<file path="src/logic/nv_switch_pkg.sv">
// shared codes, field layout and timing for the configuration switch
// assumes a 200 MHz core clock; no other context needed
package nv_switch_pkg;
    // ============================================================
    // register offsets, reached as command codes
    localparam logic [7:0] NV_SETTING_FIRST_OFS = 8'h00;
    localparam logic [7:0] NV_SETTING_SECOND_OFS = 8'h01;
    localparam logic [7:0] PIN_INPUT_SNAPSHOT_OFS = 8'hFF;
    // ============================================================
    // source override command layout
    localparam logic [4:0] OVR_PREFIX = 5'h1F;
    localparam int OVR_RESTORE_BIT = 0;
    localparam int OVR_PINS_BIT = 1;
    localparam int OVR_SECOND_BIT = 2;
    // ============================================================
    // field layout and reset values
    localparam int NV_WIDTH = 6;
    localparam int EXT_WIDTH = 5;
    localparam int NONMUX_BIT = 5;
    localparam logic [5:0] NV_RESET = 6'h00;
    localparam logic [7:0] CMD_RESET = 8'h00;
    localparam logic [4:0] ADDR_HIGH_DEFAULT = 5'h0C;
    localparam logic RW_READ = 1'h1;
    // ============================================================
    // timing
    localparam int CLK_PERIOD_NS = 5;
    localparam int NV_PROG_TIME_NS = 3_600_000;
    localparam int NV_PROG_CYCLES = (NV_PROG_TIME_NS + CLK_PERIOD_NS - 1) / CLK_PERIOD_NS;
    // ============================================================
    // output source
    typedef enum logic [1:0] {SRC_FIRST, SRC_SECOND, SRC_PINS} src_t;
endpackage : nv_switch_pkg

</file>
<file path="src/logic/nv_switch_core.sv">
// serial-bus slave and command logic of the configuration switch
// assumes bus and pins are asynchronous to clk, bus clock well below clk/8
//
// Notes on behaviour
// - address lsb one means read, zero means write
// - two strap pins give the low address bits
// - first written byte after address is the stored command
// - only defined command codes are acknowledged
// - code zero selects first setting
// - code one selects second setting
// - all-ones code selects read-only view of input pins
// - override codes force outputs to first, second or inputs
// - override with low bit set returns control to pick pins
// - every other command code is reserved
// - data byte after setting command is programmed at stop if unlocked
// - second data byte goes to the other setting at stop
// - third data byte is refused and whole write discarded
// - pointer toggles after each setting byte read or written
// - input view reads five inputs, top three bits zero
// - write lock high keeps the settings unchanged
// - first pick pin chooses inputs or stored setting
// - second pick pin chooses which setting
// - an extra output comes from the stored settings
// - pick 0/1 first, 0/0 second, 1/x inputs with latched extra
// - own address refused during programming time after a write
// - locked writes acknowledge address and command, refuse data
// - data after an override command is refused
`timescale 1ns/100ps
`default_nettype none
module nv_switch_core #(
    parameter int PROG_CYCLES = nv_switch_pkg::NV_PROG_CYCLES,
    parameter logic [4:0] ADDR_HIGH = nv_switch_pkg::ADDR_HIGH_DEFAULT
) (
    input wire logic clk,
    input wire logic reset,
    input wire logic scl_in,
    input wire logic sda_in,
    output logic sda_out,
    output logic sda_oe_n,
    input wire logic addr_strap_low,
    input wire logic addr_strap_high,
    input wire logic write_lock,
    input wire logic source_pick_0,
    input wire logic source_pick_1,
    input wire logic [nv_switch_pkg::EXT_WIDTH-1:0] ext_in,
    output logic [nv_switch_pkg::EXT_WIDTH-1:0] mux_out,
    output logic nonmux_out
);
    import nv_switch_pkg::*;

    if (PROG_CYCLES < 1) begin : g_bad_prog
        $error("PROG_CYCLES must be positive");
    end

    localparam int SYNC_W = EXT_WIDTH + 7;
    localparam int BUSY_W = $clog2(PROG_CYCLES + 1);

    typedef enum logic [2:0] {ST_IDLE, ST_RECV, ST_ACK, ST_SEND, ST_MACK, ST_WAIT} state_t;
    typedef enum logic [1:0] {PH_ADDR, PH_CMD, PH_WDATA} phase_t;

    // ============================================================
    // command decoding
    function automatic logic cmd_is_setting(input logic [7:0] c);
        return (c == NV_SETTING_FIRST_OFS) || (c == NV_SETTING_SECOND_OFS);
    endfunction : cmd_is_setting

    function automatic logic cmd_is_override(input logic [7:0] c);
        return c[7:3] == OVR_PREFIX;
    endfunction : cmd_is_override

    // pin view code shares the override prefix, so it is valid through it
    function automatic logic cmd_is_valid(input logic [7:0] c);
        return cmd_is_setting(c) || cmd_is_override(c);
    endfunction : cmd_is_valid

    // ============================================================
    // pin synchronisation and bus edges
    logic [SYNC_W-1:0] pins_raw;
    logic [SYNC_W-1:0] pins_s;
    logic scl_s;
    logic sda_s;
    logic strap_h;
    logic strap_l;
    logic wp_s;
    logic pick1_s;
    logic pick0_s;
    logic [EXT_WIDTH-1:0] ext_s;

    assign pins_raw = {scl_in, sda_in, addr_strap_high, addr_strap_low, write_lock,
                       source_pick_1, source_pick_0, ext_in};

    pin_sync #(.WIDTH(SYNC_W)) u_sync (
        .clk(clk),
        .reset(reset),
        .din(pins_raw),
        .dout(pins_s)
    );

    assign {scl_s, sda_s, strap_h, strap_l, wp_s, pick1_s, pick0_s, ext_s} = pins_s;

    logic scl_d_q;
    logic sda_d_q;

    // resets to the synchroniser's reset level, so no false stop follows reset
    always_ff @(posedge clk or posedge reset) begin
        if (reset) begin
            scl_d_q <= 1'h0;
            sda_d_q <= 1'h0;
        end else begin
            scl_d_q <= scl_s;
            sda_d_q <= sda_s;
        end
    end

    logic scl_rise;
    logic scl_fall;
    logic start_det;
    logic stop_det;

    assign scl_rise = scl_s & ~scl_d_q;
    assign scl_fall = ~scl_s & scl_d_q;
    assign start_det = scl_s & scl_d_q & sda_d_q & ~sda_s;
    assign stop_det = scl_s & scl_d_q & ~sda_d_q & sda_s;

    // ============================================================
    // state
    state_t st_q;
    phase_t ph_q;
    logic [3:0] cnt_q;
    logic [7:0] shift_q;
    logic [7:0] tx_q;
    logic rd_q;
    logic mack_q;
    logic [7:0] command_pointer_q;
    logic ptr_q;
    logic ovr_en_q;
    src_t ovr_src_q;
    logic [NV_WIDTH-1:0] pend_first_q;
    logic [NV_WIDTH-1:0] pend_second_q;
    logic [1:0] pend_v_q;
    logic [1:0] wr_cnt_q;
    logic discard_q;
    logic [NV_WIDTH-1:0] nv_setting_first_q;
    logic [NV_WIDTH-1:0] nv_setting_second_q;
    logic [BUSY_W-1:0] busy_cnt_q;

    logic busy;
    logic byte_end;
    logic addr_ok;
    logic cmd_ok;
    logic data_ok;
    logic byte_ack;
    logic cmd_take;
    logic data_take;
    logic data_overrun;
    logic rd_load;
    logic commit;
    logic [7:0] rd_byte;

    assign busy = busy_cnt_q != '0;
    assign byte_end = (st_q == ST_RECV) && scl_fall && (cnt_q == 4'h8);

    assign addr_ok = (ph_q == PH_ADDR) && (shift_q[7:1] == {ADDR_HIGH, strap_h, strap_l}) && !busy;
    assign cmd_ok = (ph_q == PH_CMD) && cmd_is_valid(shift_q);
    assign data_ok = (ph_q == PH_WDATA) && cmd_is_setting(command_pointer_q) && !wp_s
                     && (wr_cnt_q != 2'h2) && !discard_q;
    assign byte_ack = addr_ok || cmd_ok || data_ok;
    assign cmd_take = byte_end && cmd_ok;
    assign data_take = byte_end && data_ok;
    assign data_overrun = byte_end && (ph_q == PH_WDATA) && cmd_is_setting(command_pointer_q)
                          && (wr_cnt_q == 2'h2);
    assign rd_load = scl_fall && (((st_q == ST_ACK) && rd_q) || ((st_q == ST_MACK) && mack_q));

    assign rd_byte = (command_pointer_q == PIN_INPUT_SNAPSHOT_OFS) ? {3'h0, ext_s}
                   : {2'h0, ptr_q ? nv_setting_second_q : nv_setting_first_q};

    // open drain: data is always low, enable decides
    assign sda_out = 1'h0;
    assign sda_oe_n = ~((st_q == ST_ACK) || ((st_q == ST_SEND) && !tx_q[7]));

    // ============================================================
    // bus bit engine
    always_ff @(posedge clk or posedge reset) begin
        if (reset) begin
            st_q <= ST_IDLE;
            ph_q <= PH_ADDR;
            cnt_q <= 4'h0;
            shift_q <= 8'h00;
            tx_q <= 8'hFF;
            rd_q <= 1'h0;
            mack_q <= 1'h0;
        end else if (start_det) begin
            st_q <= ST_RECV;
            ph_q <= PH_ADDR;
            cnt_q <= 4'h0;
            rd_q <= 1'h0;
        end else if (stop_det) begin
            st_q <= ST_IDLE;
        end else begin
            unique case (st_q)
                ST_IDLE, ST_WAIT: begin
                    st_q <= st_q;
                end
                ST_RECV: begin
                    if (scl_rise) begin
                        shift_q <= {shift_q[6:0], sda_s};
                        cnt_q <= cnt_q + 4'h1;
                    end else if (byte_end) begin
                        st_q <= byte_ack ? ST_ACK : ST_WAIT;
                        if (ph_q == PH_ADDR) begin
                            rd_q <= shift_q[0] == RW_READ;
                        end
                    end
                end
                ST_ACK: begin
                    if (scl_fall) begin
                        cnt_q <= 4'h0;
                        if (rd_q) begin
                            st_q <= ST_SEND;
                            tx_q <= rd_byte;
                        end else begin
                            st_q <= ST_RECV;
                            ph_q <= (ph_q == PH_ADDR) ? PH_CMD : PH_WDATA;
                        end
                    end
                end
                ST_SEND: begin
                    if (scl_fall) begin
                        tx_q <= {tx_q[6:0], 1'h1};
                        cnt_q <= cnt_q + 4'h1;
                        if (cnt_q == 4'h7) begin
                            st_q <= ST_MACK;
                        end
                    end
                end
                ST_MACK: begin
                    if (scl_rise) begin
                        mack_q <= ~sda_s;
                    end else if (scl_fall) begin
                        cnt_q <= 4'h0;
                        st_q <= mack_q ? ST_SEND : ST_WAIT;
                        if (mack_q) begin
                            tx_q <= rd_byte;
                        end
                    end
                end
                default: begin
                    st_q <= ST_IDLE;
                end
            endcase
        end
    end

    // ============================================================
    // command register, pointer and override
    always_ff @(posedge clk or posedge reset) begin
        if (reset) begin
            command_pointer_q <= CMD_RESET;
            ptr_q <= 1'h0;
            ovr_en_q <= 1'h0;
            ovr_src_q <= SRC_FIRST;
        end else if (cmd_take) begin
            command_pointer_q <= shift_q;
            if (!cmd_is_override(shift_q)) begin
                ptr_q <= shift_q[0];
            end
            // low bit hands back to pins
            if (cmd_is_override(shift_q)) begin
                ovr_en_q <= !shift_q[OVR_RESTORE_BIT];
                if (shift_q[OVR_PINS_BIT]) begin
                    ovr_src_q <= SRC_PINS;
                end else begin
                    ovr_src_q <= shift_q[OVR_SECOND_BIT] ? SRC_SECOND : SRC_FIRST;
                end
            end
        end else if (data_take || (rd_load && command_pointer_q != PIN_INPUT_SNAPSHOT_OFS)) begin
            ptr_q <= ~ptr_q;
        end
    end

    // ============================================================
    // write staging, committed only by stop
    always_ff @(posedge clk or posedge reset) begin
        if (reset) begin
            pend_first_q <= NV_RESET;
            pend_second_q <= NV_RESET;
            pend_v_q <= 2'h0;
            wr_cnt_q <= 2'h0;
            discard_q <= 1'h0;
        end else if (start_det || stop_det) begin
            pend_v_q <= 2'h0;
            wr_cnt_q <= 2'h0;
            discard_q <= 1'h0;
        end else if (data_take) begin
            if (ptr_q) begin
                pend_second_q <= shift_q[NV_WIDTH-1:0];
            end else begin
                pend_first_q <= shift_q[NV_WIDTH-1:0];
            end
            pend_v_q[ptr_q] <= 1'h1;
            wr_cnt_q <= wr_cnt_q + 2'h1;
        end else if (data_overrun) begin
            discard_q <= 1'h1;
        end
    end

    assign commit = stop_det && (pend_v_q != 2'h0) && !discard_q && !wp_s;

    // ============================================================
    // settings and programming busy
    always_ff @(posedge clk or posedge reset) begin
        if (reset) begin
            nv_setting_first_q <= NV_RESET;
            nv_setting_second_q <= NV_RESET;
        end else if (commit) begin
            if (pend_v_q[0]) begin
                nv_setting_first_q <= pend_first_q;
            end
            if (pend_v_q[1]) begin
                nv_setting_second_q <= pend_second_q;
            end
        end
    end

    always_ff @(posedge clk or posedge reset) begin
        if (reset) begin
            busy_cnt_q <= '0;
        end else if (commit) begin
            busy_cnt_q <= BUSY_W'(PROG_CYCLES);
        end else if (busy) begin
            busy_cnt_q <= busy_cnt_q - BUSY_W'(1);
        end
    end

    out_mux u_mux (
        .clk(clk),
        .reset(reset),
        .nv_first(nv_setting_first_q),
        .nv_second(nv_setting_second_q),
        .ext_in(ext_s),
        .pick0(pick0_s),
        .pick1(pick1_s),
        .ovr_en(ovr_en_q),
        .ovr_src(ovr_src_q),
        .mux_out(mux_out),
        .nonmux_out(nonmux_out)
    );
endmodule : nv_switch_core
`default_nettype wire

</file>
<file path="src/logic/out_mux.sv">
// output source selection and the latched extra output
// assumes all inputs already synchronous to clk
`timescale 1ns/100ps
`default_nettype none
module out_mux (
    input wire logic clk,
    input wire logic reset,
    input wire logic [nv_switch_pkg::NV_WIDTH-1:0] nv_first,
    input wire logic [nv_switch_pkg::NV_WIDTH-1:0] nv_second,
    input wire logic [nv_switch_pkg::EXT_WIDTH-1:0] ext_in,
    input wire logic pick0,
    input wire logic pick1,
    input wire logic ovr_en,
    input wire nv_switch_pkg::src_t ovr_src,
    output logic [nv_switch_pkg::EXT_WIDTH-1:0] mux_out,
    output logic nonmux_out
);
    import nv_switch_pkg::*;

    src_t src;

    always_comb begin
        if (ovr_en) begin
            src = ovr_src;
        end else if (pick0) begin
            src = SRC_PINS;
        end else if (pick1) begin
            src = SRC_FIRST;
        end else begin
            src = SRC_SECOND;
        end
    end

    always_ff @(posedge clk or posedge reset) begin
        if (reset) begin
            mux_out <= '0;
            nonmux_out <= 1'h0;
        end else begin
            unique case (src)
                SRC_FIRST: begin
                    mux_out <= nv_first[EXT_WIDTH-1:0];
                    nonmux_out <= nv_first[NONMUX_BIT];
                end
                SRC_SECOND: begin
                    mux_out <= nv_second[EXT_WIDTH-1:0];
                    nonmux_out <= nv_second[NONMUX_BIT];
                end
                SRC_PINS: begin
                    mux_out <= ext_in;
                end
                default: begin
                    mux_out <= mux_out;
                end
            endcase
        end
    end
endmodule : out_mux
`default_nettype wire

</file>
<file path="src/logic/pin_sync.sv">
// two-flop synchroniser for a bundle of asynchronous pins
// assumes every bit is an independent level
`timescale 1ns/100ps
`default_nettype none
module pin_sync #(
    parameter int WIDTH = 1
) (
    input wire logic clk,
    input wire logic reset,
    input wire logic [WIDTH-1:0] din,
    output logic [WIDTH-1:0] dout
);
    if (WIDTH < 1) begin : g_bad_width
        $error("pin_sync WIDTH must be at least one");
    end

    logic [WIDTH-1:0] meta_q;

    // first stage feeds only the second
    always_ff @(posedge clk or posedge reset) begin
        if (reset) begin
            meta_q <= '0;
            dout <= '0;
        end else begin
            meta_q <= din;
            dout <= meta_q;
        end
    end
endmodule : pin_sync
`default_nettype wire

</file>
<file path="config.mk">
export PLATFORM = sky130hd
export DESIGN_NAME = nv_switch_core
export DESIGN_NICKNAME = d
export VERILOG_FILES = /design/src/logic/nv_switch_pkg.sv /design/src/logic/nv_switch_core.sv /design/src/logic/out_mux.sv /design/src/logic/pin_sync.sv
export SDC_FILE = /design/constraint.sdc
export NUM_CORES = 1
export LEC_CHECK = 0
export ABC_AREA = 1
export BUFFER_PORTS_ARGS = -buffer_cell sky130_fd_sc_hd__clkbuf_2
export CORE_ASPECT_RATIO = 1.5
export CORE_MARGIN = 2
export CORE_UTILIZATION = 48
export CTS_BUF_LIST = sky130_fd_sc_hd__clkbuf_2 sky130_fd_sc_hd__clkbuf_4 sky130_fd_sc_hd__clkbuf_8
export CTS_CLUSTER_SIZE = 24
export DETAILED_ROUTE_END_ITERATION = 10
export SYNTH_ARGS = -nofsm -noshare
export SYNTH_HDL_FRONTEND = slang
export SYNTH_SLANG_ARGS = --single-unit
</file>
<file path="constraint.sdc">
create_clock -name clk -period 4.37 [get_ports clk]
set_clock_uncertainty 0.15 [all_clocks]
set_input_delay 0.6555 -clock clk [delete_from_list [all_inputs] [get_ports clk]]
set_output_delay 0.6555 -clock clk [all_outputs]
set_load 0.03 [all_outputs]
</file>
Yosys cells after proc, flatten, opt, wreduce, memory -nomap -nowiden. Cells that the tools add are included. Widths: inputs -> output; s select.

Bits in registers: 120. Bits of input ports: 14. Word-level logic and storage cells: 222.

Add/sub/neg operators: 3. Magnitude comparators: 2. Equality and inequality tests: 41. Mux-type cells: 62. Bitwise logic cells: 17. Reductions and logical operators: 72.

Operators with widths (count): $mux 8 (6); $mux 20 (2); $mux 3 (11); $mux 2 (14); $mux 4 (6); $ne 4x4->1 const B (6); $pmux 8 s3 (1); $logic_and 1x1->1 (23); $reduce_bool 2->1 (11); $ne 2x2->1 const B (10); $reduce_bool 20->1 (1); $sub 20x1->20 const B (1); $eq 8x1->1 const B (2); $logic_not 8->1 (2); $pmux 4 s4 (1); $mux 1 (15); $pmux 3 s5 (1); $pmux 5 s3 (1); $mux 6 (2); $ne 3x3->1 const B (4); $reduce_and 4->1 (3); $reduce_and 2->1 (5); $reduce_and 5->1 (2); $logic_or 1x1->1 (9); other kinds (31) (58).

Depth between registers and ports, before layout. Gate-level depths: netlist of run 1.

Depth in word-level cells: 13. Mapped depth: 11. Depth with buffers taken out: 11.

By module. A second synthesis of run 1 with hierarchy kept.

Cells, all modules: 683. Area, all modules: 5704.2 um^2.

Modules (own cells, without submodules): nv_switch_core (times used 1, cells each 590, area an instance 4667.0 um^2, seq. area each 2262.2 um^2); pin_sync (times used 1, cells each 25, area an instance 604.3 um^2, seq. area each 600.6 um^2); out_mux (times used 1, cells each 68, area an instance 432.9 um^2, seq. area each 150.1 um^2).

Worst setup path before layout of run 1. No wires, ideal clock.

Path type: reg-to-output. From: register tx_q[7]. To: output sda_oe_n. Data arrival time: 1.209 ns. Data required time: 3.564 ns. Setup slack: 2.356 ns. Stages on the path, launching flop included: 3. Buffers on the path: 0. Cells stage by stage: dfstp_2 > inv_1 > o21ai_0.

Cells in the longest elaborated chain, start to end: 4.

Ends and longest elaborated chain: from (decl) (line nv_switch_core.sv:131) `logic [7:0] tx_q;`; from (signal assigned) (line nv_switch_core.sv:220) `tx_q <= rd_byte;`; from (signal assigned) (line nv_switch_core.sv:229) `tx_q <= {tx_q[6:0], 1'h1};`; from (signal assigned) (line nv_switch_core.sv:243) `tx_q <= rd_byte;`; $logic_not 1->1 (line nv_switch_core.sv:179) `assign sda_oe_n = ~((st_q == ST_ACK) || ((st_q == ST_SEND) && !tx_q[7]));`; $logic_and 1x1->1 (line nv_switch_core.sv:179); $logic_or 1x1->1 (line nv_switch_core.sv:179); $not 1->1 (line nv_switch_core.sv:179); to (decl) (line nv_switch_core.sv:39) `output logic sda_oe_n,`.

No other way between the ends.

Final worst setup path of run 1.
From: register st_q[0]. To: output sda_oe_n.

Cells in the longest elaborated chain, start to end: 4. Elaborated cells between the ends (all ways): 5. Those cells by class: eq/ne (2); bitwise (1); reduce/logical (2).

Ends and longest elaborated chain: from (decl) (line nv_switch_core.sv:127) `state_t st_q;`; from (signal assigned) (line nv_switch_core.sv:202) `st_q <= st_q;`; from (signal assigned) (line nv_switch_core.sv:209) `st_q <= byte_ack ? ST_ACK : ST_WAIT;`; from (signal assigned) (line nv_switch_core.sv:241) `st_q <= mack_q ? ST_SEND : ST_WAIT;`; $eq 3x2->1 (line nv_switch_core.sv:179); $logic_and 1x1->1 (line nv_switch_core.sv:179); $logic_or 1x1->1 (*) (line nv_switch_core.sv:179); $not 1->1 (*) (line nv_switch_core.sv:179).

Mark *: on every way between the ends. The rest lies on a longest branch, timed or not.

==> flow_metrics.env, run 1 <==
export IMPL_worst_hold_path_type="in -> reg"
export IMPL_syn_avg_cell_area_um2=8.51
export IMPL_io_buffers=20
export IMPL_routed_via_count=4359
export IMPL_combPwrFrac=0.166
export IMPL_arrival_ps=1560
export IMPL_antenna_found_initial=0
export IMPL_p_switching_mw=0.909
export IMPL_ys_seq_area_frac=0.528
export IMPL_gp_congestion=0.884
export IMPL_num_rows=48
export IMPL_synth_top_area_cell="dfrtp_1"
export IMPL_async_reset_ff_frac=1.00
export IMPL_synthSimpleGateAreaFrac=0.238
export IMPL_die_area_um2=12800
export IMPL_yosys_warnings=0
export IMPL_start_kind="flip-flop"
export IMPL_cts_tree="built"
export IMPL_peakVddDrop_v=0.000281
export IMPL_io_pins=22
export IMPL_yosysMostFrequentCell="nand2_1"
export IMPL_cts_buffer_depth=2
export IMPL_slowest_stage="dfrtp_1"
export IMPL_syn_num_nets=692
export IMPL_worstSkewPairLatency_ps=440
export IMPL_synth_compound_area_frac=0.116
export IMPL_cts_resized=0
export IMPL_holdPathStages=1
export IMPL_postCtsSetupBuffers=0
export IMPL_globalRouteTotalUtil=0.213
export IMPL_internal_power_mw=1.97
export IMPL_holdWs_ps=168
export IMPL_synth_area_leaders="dfrtp_1, nand2_1, inv_1"
export IMPL_drive_above_1_share=0.160
export IMPL_swShare=0.316
export IMPL_synth_cell_area_um2=5700
export IMPL_min_period_over_period=0.541
export IMPL_hold_buffers=0
export IMPL_finalHoldViolations=0
export IMPL_die_w_um=93.0
export IMPL_endpoint_kind="primary output"
export IMPL_clkTransAtPathRegs_ps=80
export IMPL_synthXorXnorAreaFrac=0.0169
export IMPL_ys_ff_latch=120
export IMPL_maxSlewViolCount=0
export IMPL_synth_flop_cell="dfrtp_1"
export IMPL_numCtsBuffers=17
export IMPL_coreArea_um2=11500
export IMPL_synth_top_family_by_area="simple AND/OR/NAND/NOR gates"
export IMPL_period_needed_ps=2360
export IMPL_grt_max_degree=74
export IMPL_firstDrtPassIters=4
export IMPL_max_cap_viol_count=0
export IMPL_p_per_area_nw_per_um2=451
export IMPL_status="complete, no violations"
export IMPL_synth_edf_count=0
export IMPL_route_detailed_wl_per_inst_um=14.1
export IMPL_synth_top_area_frac=0.491
export IMPL_grt_setup_unrepaired="false"
export IMPL_crit_required_ps=3560
export IMPL_h_tree_depth=4
export IMPL_grt_pass1_vias=4411
export IMPL_ctsRootBufferMaster="clkbuf_8"
export IMPL_ys_types=39
export IMPL_grt_pass1_wl_mm=20.9
export IMPL_max_freq_ghz=0.423
export IMPL_die_y_um=138
export IMPL_viasPerCell=5.03
export IMPL_area_growth_pct=11.9
export IMPL_drtIter0Drc=261
export IMPL_wl_mm=12.3
export IMPL_path_max_fanout=5
export IMPL_clkSinkCount=120
export IMPL_r2r_slack_ps=2250
export IMPL_slew_headroom=0.385
export IMPL_drc=0
export IMPL_synth_mux_area_frac=0.0118
export IMPL_grt_remaining_overflow=0
export IMPL_num_nets_final=726
export IMPL_rr_worst_depth=10
export IMPL_finalSetupTns_ps=0
export IMPL_dp_hpwl_mm=9.08
export IMPL_leakage_nw=3.12
export IMPL_worst_pin_slew_ps=919
export IMPL_ant_nets=0
export IMPL_slowest_delay_ps=450
export IMPL_criticalPathCategory="reg -> out"
export IMPL_synthAdderAreaFrac=0.0175
export IMPL_syn_inst=670
export IMPL_crit_chain="inv_1 -> o21ai_0 -> clkbuf_2"
export IMPL_pwr_share_seq=0.463
export IMPL_pwr_share_clk=0.372
export IMPL_start_util=0.495
export IMPL_synth_common_cells="nand2_1, dfrtp_1, inv_1, nor2_1, o21ai_0"
export IMPL_setup_violations=0
export IMPL_n_antenna_cell=0
==> power by group through the flow <==
stage               combinational, mW  sequential [mW]  clock, mW
CTS                             0.482             1.33       1.10
global placement                0.476             1.35          0
floorplan                       0.370             1.33          0
detailed placement              0.479             1.35          0
global route                    0.557             1.35       1.14
finish                          0.478             1.33       1.07
==> metrics by stage <==
stage | setup slack (ps) | power [mW] | cells | cell area, µm² | util
2_1_floorplan | 392 | 1.70 | 670 | 5700 | -
3_3_place_gp | 2320 | 1.83 | 835 | 5960 | 0.517
3_5_place_dp | 2270 | 1.83 | 835 | 5960 | 0.517
4_1_cts | 2030 | 2.91 | 867 | 6380 | 0.553
5_1_grt | 1900 | 3.05 | 867 | 6380 | 0.553
6_report | 2010 | 2.88 | 867 | 6380 | 0.553
==> final cells by class <==
type	count	area [µm²]
multi-input cells	449	2290
repair buffers	22	115
clock inverters	15	189
well taps	150	188
fillers	1138	5150
flip-flops and latches	120	3010
inverters	94	355
clock buffers	17	234
==> sequential cells by signal, summed over array words and instances, names as in the netlist, 2 cells and up <==
| signal | count |
|---|---|
| busy_cnt_q | 20 |
| u_sync.dout | 12 |
| u_sync.meta_q | 12 |
| command_pointer_q | 8 |
| shift_q | 8 |
| tx_q | 8 |
| nv_setting_first_q | 6 |
| nv_setting_second_q | 6 |
| pend_first_q | 6 |
| pend_second_q | 6 |
| u_mux.mux_out | 5 |
| cnt_q | 4 |
| st_q | 3 |
| ovr_src_q | 2 |
| pend_v_q | 2 |
| ph_q | 2 |
| wr_cnt_q | 2 |
==> routing by layer <==
layer	up-vias	part of all wire	global-route usage
li1	2202	-	-
met1	2069	0.42	0.249
met2	65	0.53	0.386
met3	23	0.027	0.0443
met4	0	0.020	0.0727
met5	-	0	0
==> worst paths after layout <==
kind | to | from
worst max-delay path | sda_oe_n | st_q[0]
worst min-delay path | u_sync.meta_q[11] | scl_in
worst max register to register | st_q[1] | st_q[2]
worst min register to register | u_sync.dout[7] | u_sync.meta_q[7]
max in group asynchronous | pend_first_q[3] | reset
min in group asynchronous | u_mux.mux_out[4] | reset
==> cells by family (layout without fill, tap and decap cells) <==
logic type      after synthesis  after routing
mux                           6              6
buf+inv                     101            148
simple gates                305            305
flops                       120            120
xor+xnor                     11             11
fa+ha+maj                     8              8
other cells                   1              1
compound gates              118            118
==> worst max-delay path, delay by kind of cell, from the launching register on <==
kind	cells	cell delay [ps]
buf+inv	2	380
compound gates	1	290
flops	1	450
==> cell usage in the layout (no fill, tap or decap), types with 9 or more instances in the layout <==
cell / netlist / final
o21ai_0: 56 / 56
nand3_1: 26 / 26
clkbuf_2: 0 / 20
clkbuf_8: 0 / 17
nor3_1: 9 / 9
a21oi_1: 30 / 30
inv_1: 87 / 86
o21ai_2: 15 / 15
xor2_1: 9 / 9
dfrtp_1: 112 / 112
nor2_1: 86 / 86
nand2_1: 147 / 147
No activity file was read; power rests on OpenSTA's default activity.
==> run 2, diff against run 1 <==
--- a/config.mk
+++ b/config.mk
@@ -5,7 +5,7 @@
 export SDC_FILE = /design/constraint.sdc
 export NUM_CORES = 1
 export LEC_CHECK = 0
-export ABC_AREA = 1
+export ABC_AREA = 0
 export BUFFER_PORTS_ARGS = -buffer_cell sky130_fd_sc_hd__clkbuf_2
 export CORE_ASPECT_RATIO = 1.5
 export CORE_MARGIN = 2
@@ -13,6 +13,7 @@
 export CTS_BUF_LIST = sky130_fd_sc_hd__clkbuf_2 sky130_fd_sc_hd__clkbuf_4 sky130_fd_sc_hd__clkbuf_8
 export CTS_CLUSTER_SIZE = 24
 export DETAILED_ROUTE_END_ITERATION = 10
+export PLACE_DENSITY = 0.67
 export SYNTH_ARGS = -nofsm -noshare
 export SYNTH_HDL_FRONTEND = slang
 export SYNTH_SLANG_ARGS = --single-unit
==> constraint.sdc (replaced) <==
create_clock -name clk -period 2.17 [get_ports clk]
set_clock_uncertainty 0.15 [all_clocks]
set_input_delay 0.3255 -clock clk [delete_from_list [all_inputs] [get_ports clk]]
set_output_delay 0.3255 -clock clk [all_outputs]
set_load 0.03 [all_outputs]
==> run 2 against run 1 <==
Net effect:
- the run now ends with setup timing left
- sequential share of layout area shrank 2.5 points
- worst setup slack lost 2500 ps
- area after synthesis shrank 5.4%
- wire length shrank 6.5%
- sequential cell count is the same
- hold slack gained 28 ps
- sequential power grew 78%
- critical path depth grew 4
- final cell count shrank 14%
- critical path type is now reg -> reg
- critical endpoint is now busy_cnt_q[5]
- largest cell class unchanged
==> flow_metrics.env, run 2 <==
export IMPL_status="finished, violations left"
export IMPL_violations="setup timing"
export IMPL_max_cap_viol_count=0
export IMPL_grt_busiest_layer="met2"
export IMPL_max_freq_ghz=0.370
export IMPL_cp_endpoint="busy_cnt_q[5]"
export IMPL_gr_usage_met2=0.358
export IMPL_h_tree_depth=4
export IMPL_drive_above_1_share=0.302
export IMPL_antenna_found_initial=0
export IMPL_gp_congestion=0.848
export IMPL_setup_violations=23
export IMPL_cts_tree="built"
export IMPL_p_per_area_nw_per_um2=701
export IMPL_clkSinkCount=120
export IMPL_min_period_over_period=1.24
export IMPL_num_nets_final=611
export IMPL_finalSetupTns_ps=-7760
export IMPL_io_pins=22
export IMPL_numCtsBuffers=17
export IMPL_multi_input_area_um2=2360
export IMPL_timing_rr_end="busy_cnt_q[5]"
export IMPL_top_register="busy_cnt_q"
export IMPL_r2r_start="busy_cnt_q[17]"
export IMPL_die_area_um2=12100
export IMPL_synth_cell_area_um2=5400
export IMPL_cts_buffer_depth=2
export IMPL_viasPerCell=5.45
export IMPL_postLayoutCellArea_um2=6740
export IMPL_area_growth_pct=24.9
export IMPL_grt_max_degree=62
export IMPL_path_max_fanout=5
export IMPL_start_util=0.491
export IMPL_ys_seq_area_frac=0.558
export IMPL_arrival_ps=2870
export IMPL_drc=0
export IMPL_criticalPathCategory="reg -> reg"
export IMPL_synth_top_area_frac=0.519
export IMPL_rr_worst_depth=7
export IMPL_n_antenna_cell=0
export IMPL_async_reset_ff_frac=1.00
export IMPL_total_power_mw=4.72
export IMPL_route_detailed_wl_per_inst_um=15.3
export IMPL_synth_flop_cell="dfrtp_1"
export IMPL_die_y_um=134
export IMPL_yosysMostFrequentCell="dfrtp_1"
export IMPL_leakage_nw=3.18
export IMPL_worstSkewPairLatency_ps=430
export IMPL_period_needed_ps=2700
export IMPL_finalHoldViolations=0
export IMPL_peakVddDrop_v=0.000334
export IMPL_top_regs="busy_cnt_q (20), u_sync.dout (12), u_sync.meta_q (12)"
export IMPL_gr_usage_met3=0.0522
export IMPL_place_ws_ps=-550
export IMPL_grt_setup_unrepaired="true"
export IMPL_synth_area_leaders="dfrtp_1, mux2_2, nand2_1"
export IMPL_yosys_warnings=0
export IMPL_wl_mm=11.5
export IMPL_grt_pass1_wl_mm=19.2
export IMPL_syn_inst=498
export IMPL_r2r_slack_ps=-530
export IMPL_syn_avg_cell_area_um2=10.8
export IMPL_start_kind="flip-flop"
export IMPL_maxSlewViolCount=0
export IMPL_fillers=918
export IMPL_worst_pin_slew_ps=617
export IMPL_drtIter0Drc=227
export IMPL_synth_edf_count=0
export IMPL_holdPathStages=0
export IMPL_worst_hold_path_type="reg -> reg"
export IMPL_ctsRootBufferMaster="clkbuf_8"
export IMPL_num_rows=47
export IMPL_crit_required_ps=2340
export IMPL_grt_pass1_vias=4175
export IMPL_cp_startpoint="busy_cnt_q[17]"
export IMPL_final_cell_mix="dfrtp_1, nand2_1, buf_4, nor2_1, mux2_2"
export IMPL_ant_nets=0
export IMPL_placed_cell_area_um2=6000
export IMPL_ys_types=53
export IMPL_largest_reg_flops=20
export IMPL_holdWs_ps=196
export IMPL_coreArea_um2=11000
export IMPL_synth_top_area_cell="dfrtp_1"
export IMPL_globalRouteTotalUtil=0.200
export IMPL_final_common_cell="dfrtp_1"
export IMPL_firstDrtPassIters=4
export IMPL_io_buffers=20
export IMPL_dp_hpwl_mm=7.92
export IMPL_ys_ff_latch=120
export IMPL_seq_area_um2=3010
export IMPL_setup_slack_ps=-529
export IMPL_clkTransAtPathRegs_ps=80
export IMPL_slew_headroom=0.589
export IMPL_use_met1=0.215
export IMPL_synth_common_cells="dfrtp_1, nand2_1, nor2_1, mux2_2, o21ai_0"
export IMPL_syn_num_nets=520
export IMPL_die_w_um=90.6
export IMPL_grt_remaining_overflow=0
export IMPL_endpoint_kind="flip-flop"
export IMPL_routed_via_count=4082
-- run 2: critical path, cell delays in order, from the launching register on --
cell	delay, ps
dfrtp_1	380
or4_4	540
or4b_4	500
or4_4	470
buf_6	160
nand4b_1	120
xor2_1	200
nor2_1	70
-- run 2: through the flow --
stage               cells  utilization
floorplan             498            -
global placement      697        0.546
detailed placement    697        0.546
CTS                   746        0.605
global route          749        0.613
finish                749        0.613
-- run 2: worst min path at each step --
stage	start	endpoint	slack, ps
after floorplan	u_sync.meta_q[0]	u_sync.dout[0]	180
after global placement	u_sync.meta_q[7]	u_sync.dout[7]	180
after detailed placement	u_sync.meta_q[5]	u_sync.dout[5]	190
after CTS	u_sync.meta_q[5]	u_sync.dout[5]	200
after global routing	u_sync.meta_q[5]	u_sync.dout[5]	200
final	u_sync.meta_q[0]	u_sync.dout[0]	200
-- run 2: what timing repair did --
| item | CTS | global route |
|---|---|---|
| cloned | 0 | 0 |
| pin swaps | 10 | 14 |
| buffers inserted | 4 | 3 |
| hold endpoints to repair | 31 | 0 |
| hold buffers | 13 | 0 |
| resized for setup | 15 | 13 |
| endpoints found under the setup margin | 29 | 37 |
-- run 2: power by group --
group	total, mW	internal [mW]	switching [mW]	leakage (nW)
logic	0.311	0.138	0.173	1.40
registers	2.37	2.30	0.0643	1.58
clock network	2.05	1.12	0.925	0.198
total	4.72	3.56	1.16	3.18
-- run 2: cell type report --
class	instances	area share
flip-flops and latches	120	0.447
clock buffers	20	0.0408
repair buffers	92	0.108
multi-input cells	346	0.350
inverters	12	0.00724
well taps	147	0.0273
clock inverters	12	0.0206
-- run 2: routing by layer --
| metal | routed length (µm) | vias to the layer above | part of all wire |
|---|---|---|---|
| li1 | - | 1939 | - |
| met1 | 4480 | 2038 | 0.39 |
| met2 | 6190 | 76 | 0.54 |
| met3 | 392 | 29 | 0.034 |
| met4 | 401 | 0 | 0.035 |
| met5 | 0 | - | 0 |
-- run 2: cells by family (layout without fill, tap and decap cells) --
| kind of cell | count (synthesis) | count (layout) | synth area share |
|---|---|---|---|
| simple gates | 189 | 189 | 0.172 |
| flops | 120 | 120 | 0.558 |
| compound gates | 88 | 88 | 0.105 |
| mux | 44 | 44 | 0.0895 |
| buf+inv | 32 | 136 | 0.0299 |
| xor+xnor | 16 | 16 | 0.0260 |
| fa+ha+maj | 8 | 8 | 0.0185 |
| other cells | 1 | 1 | 0.000695 |
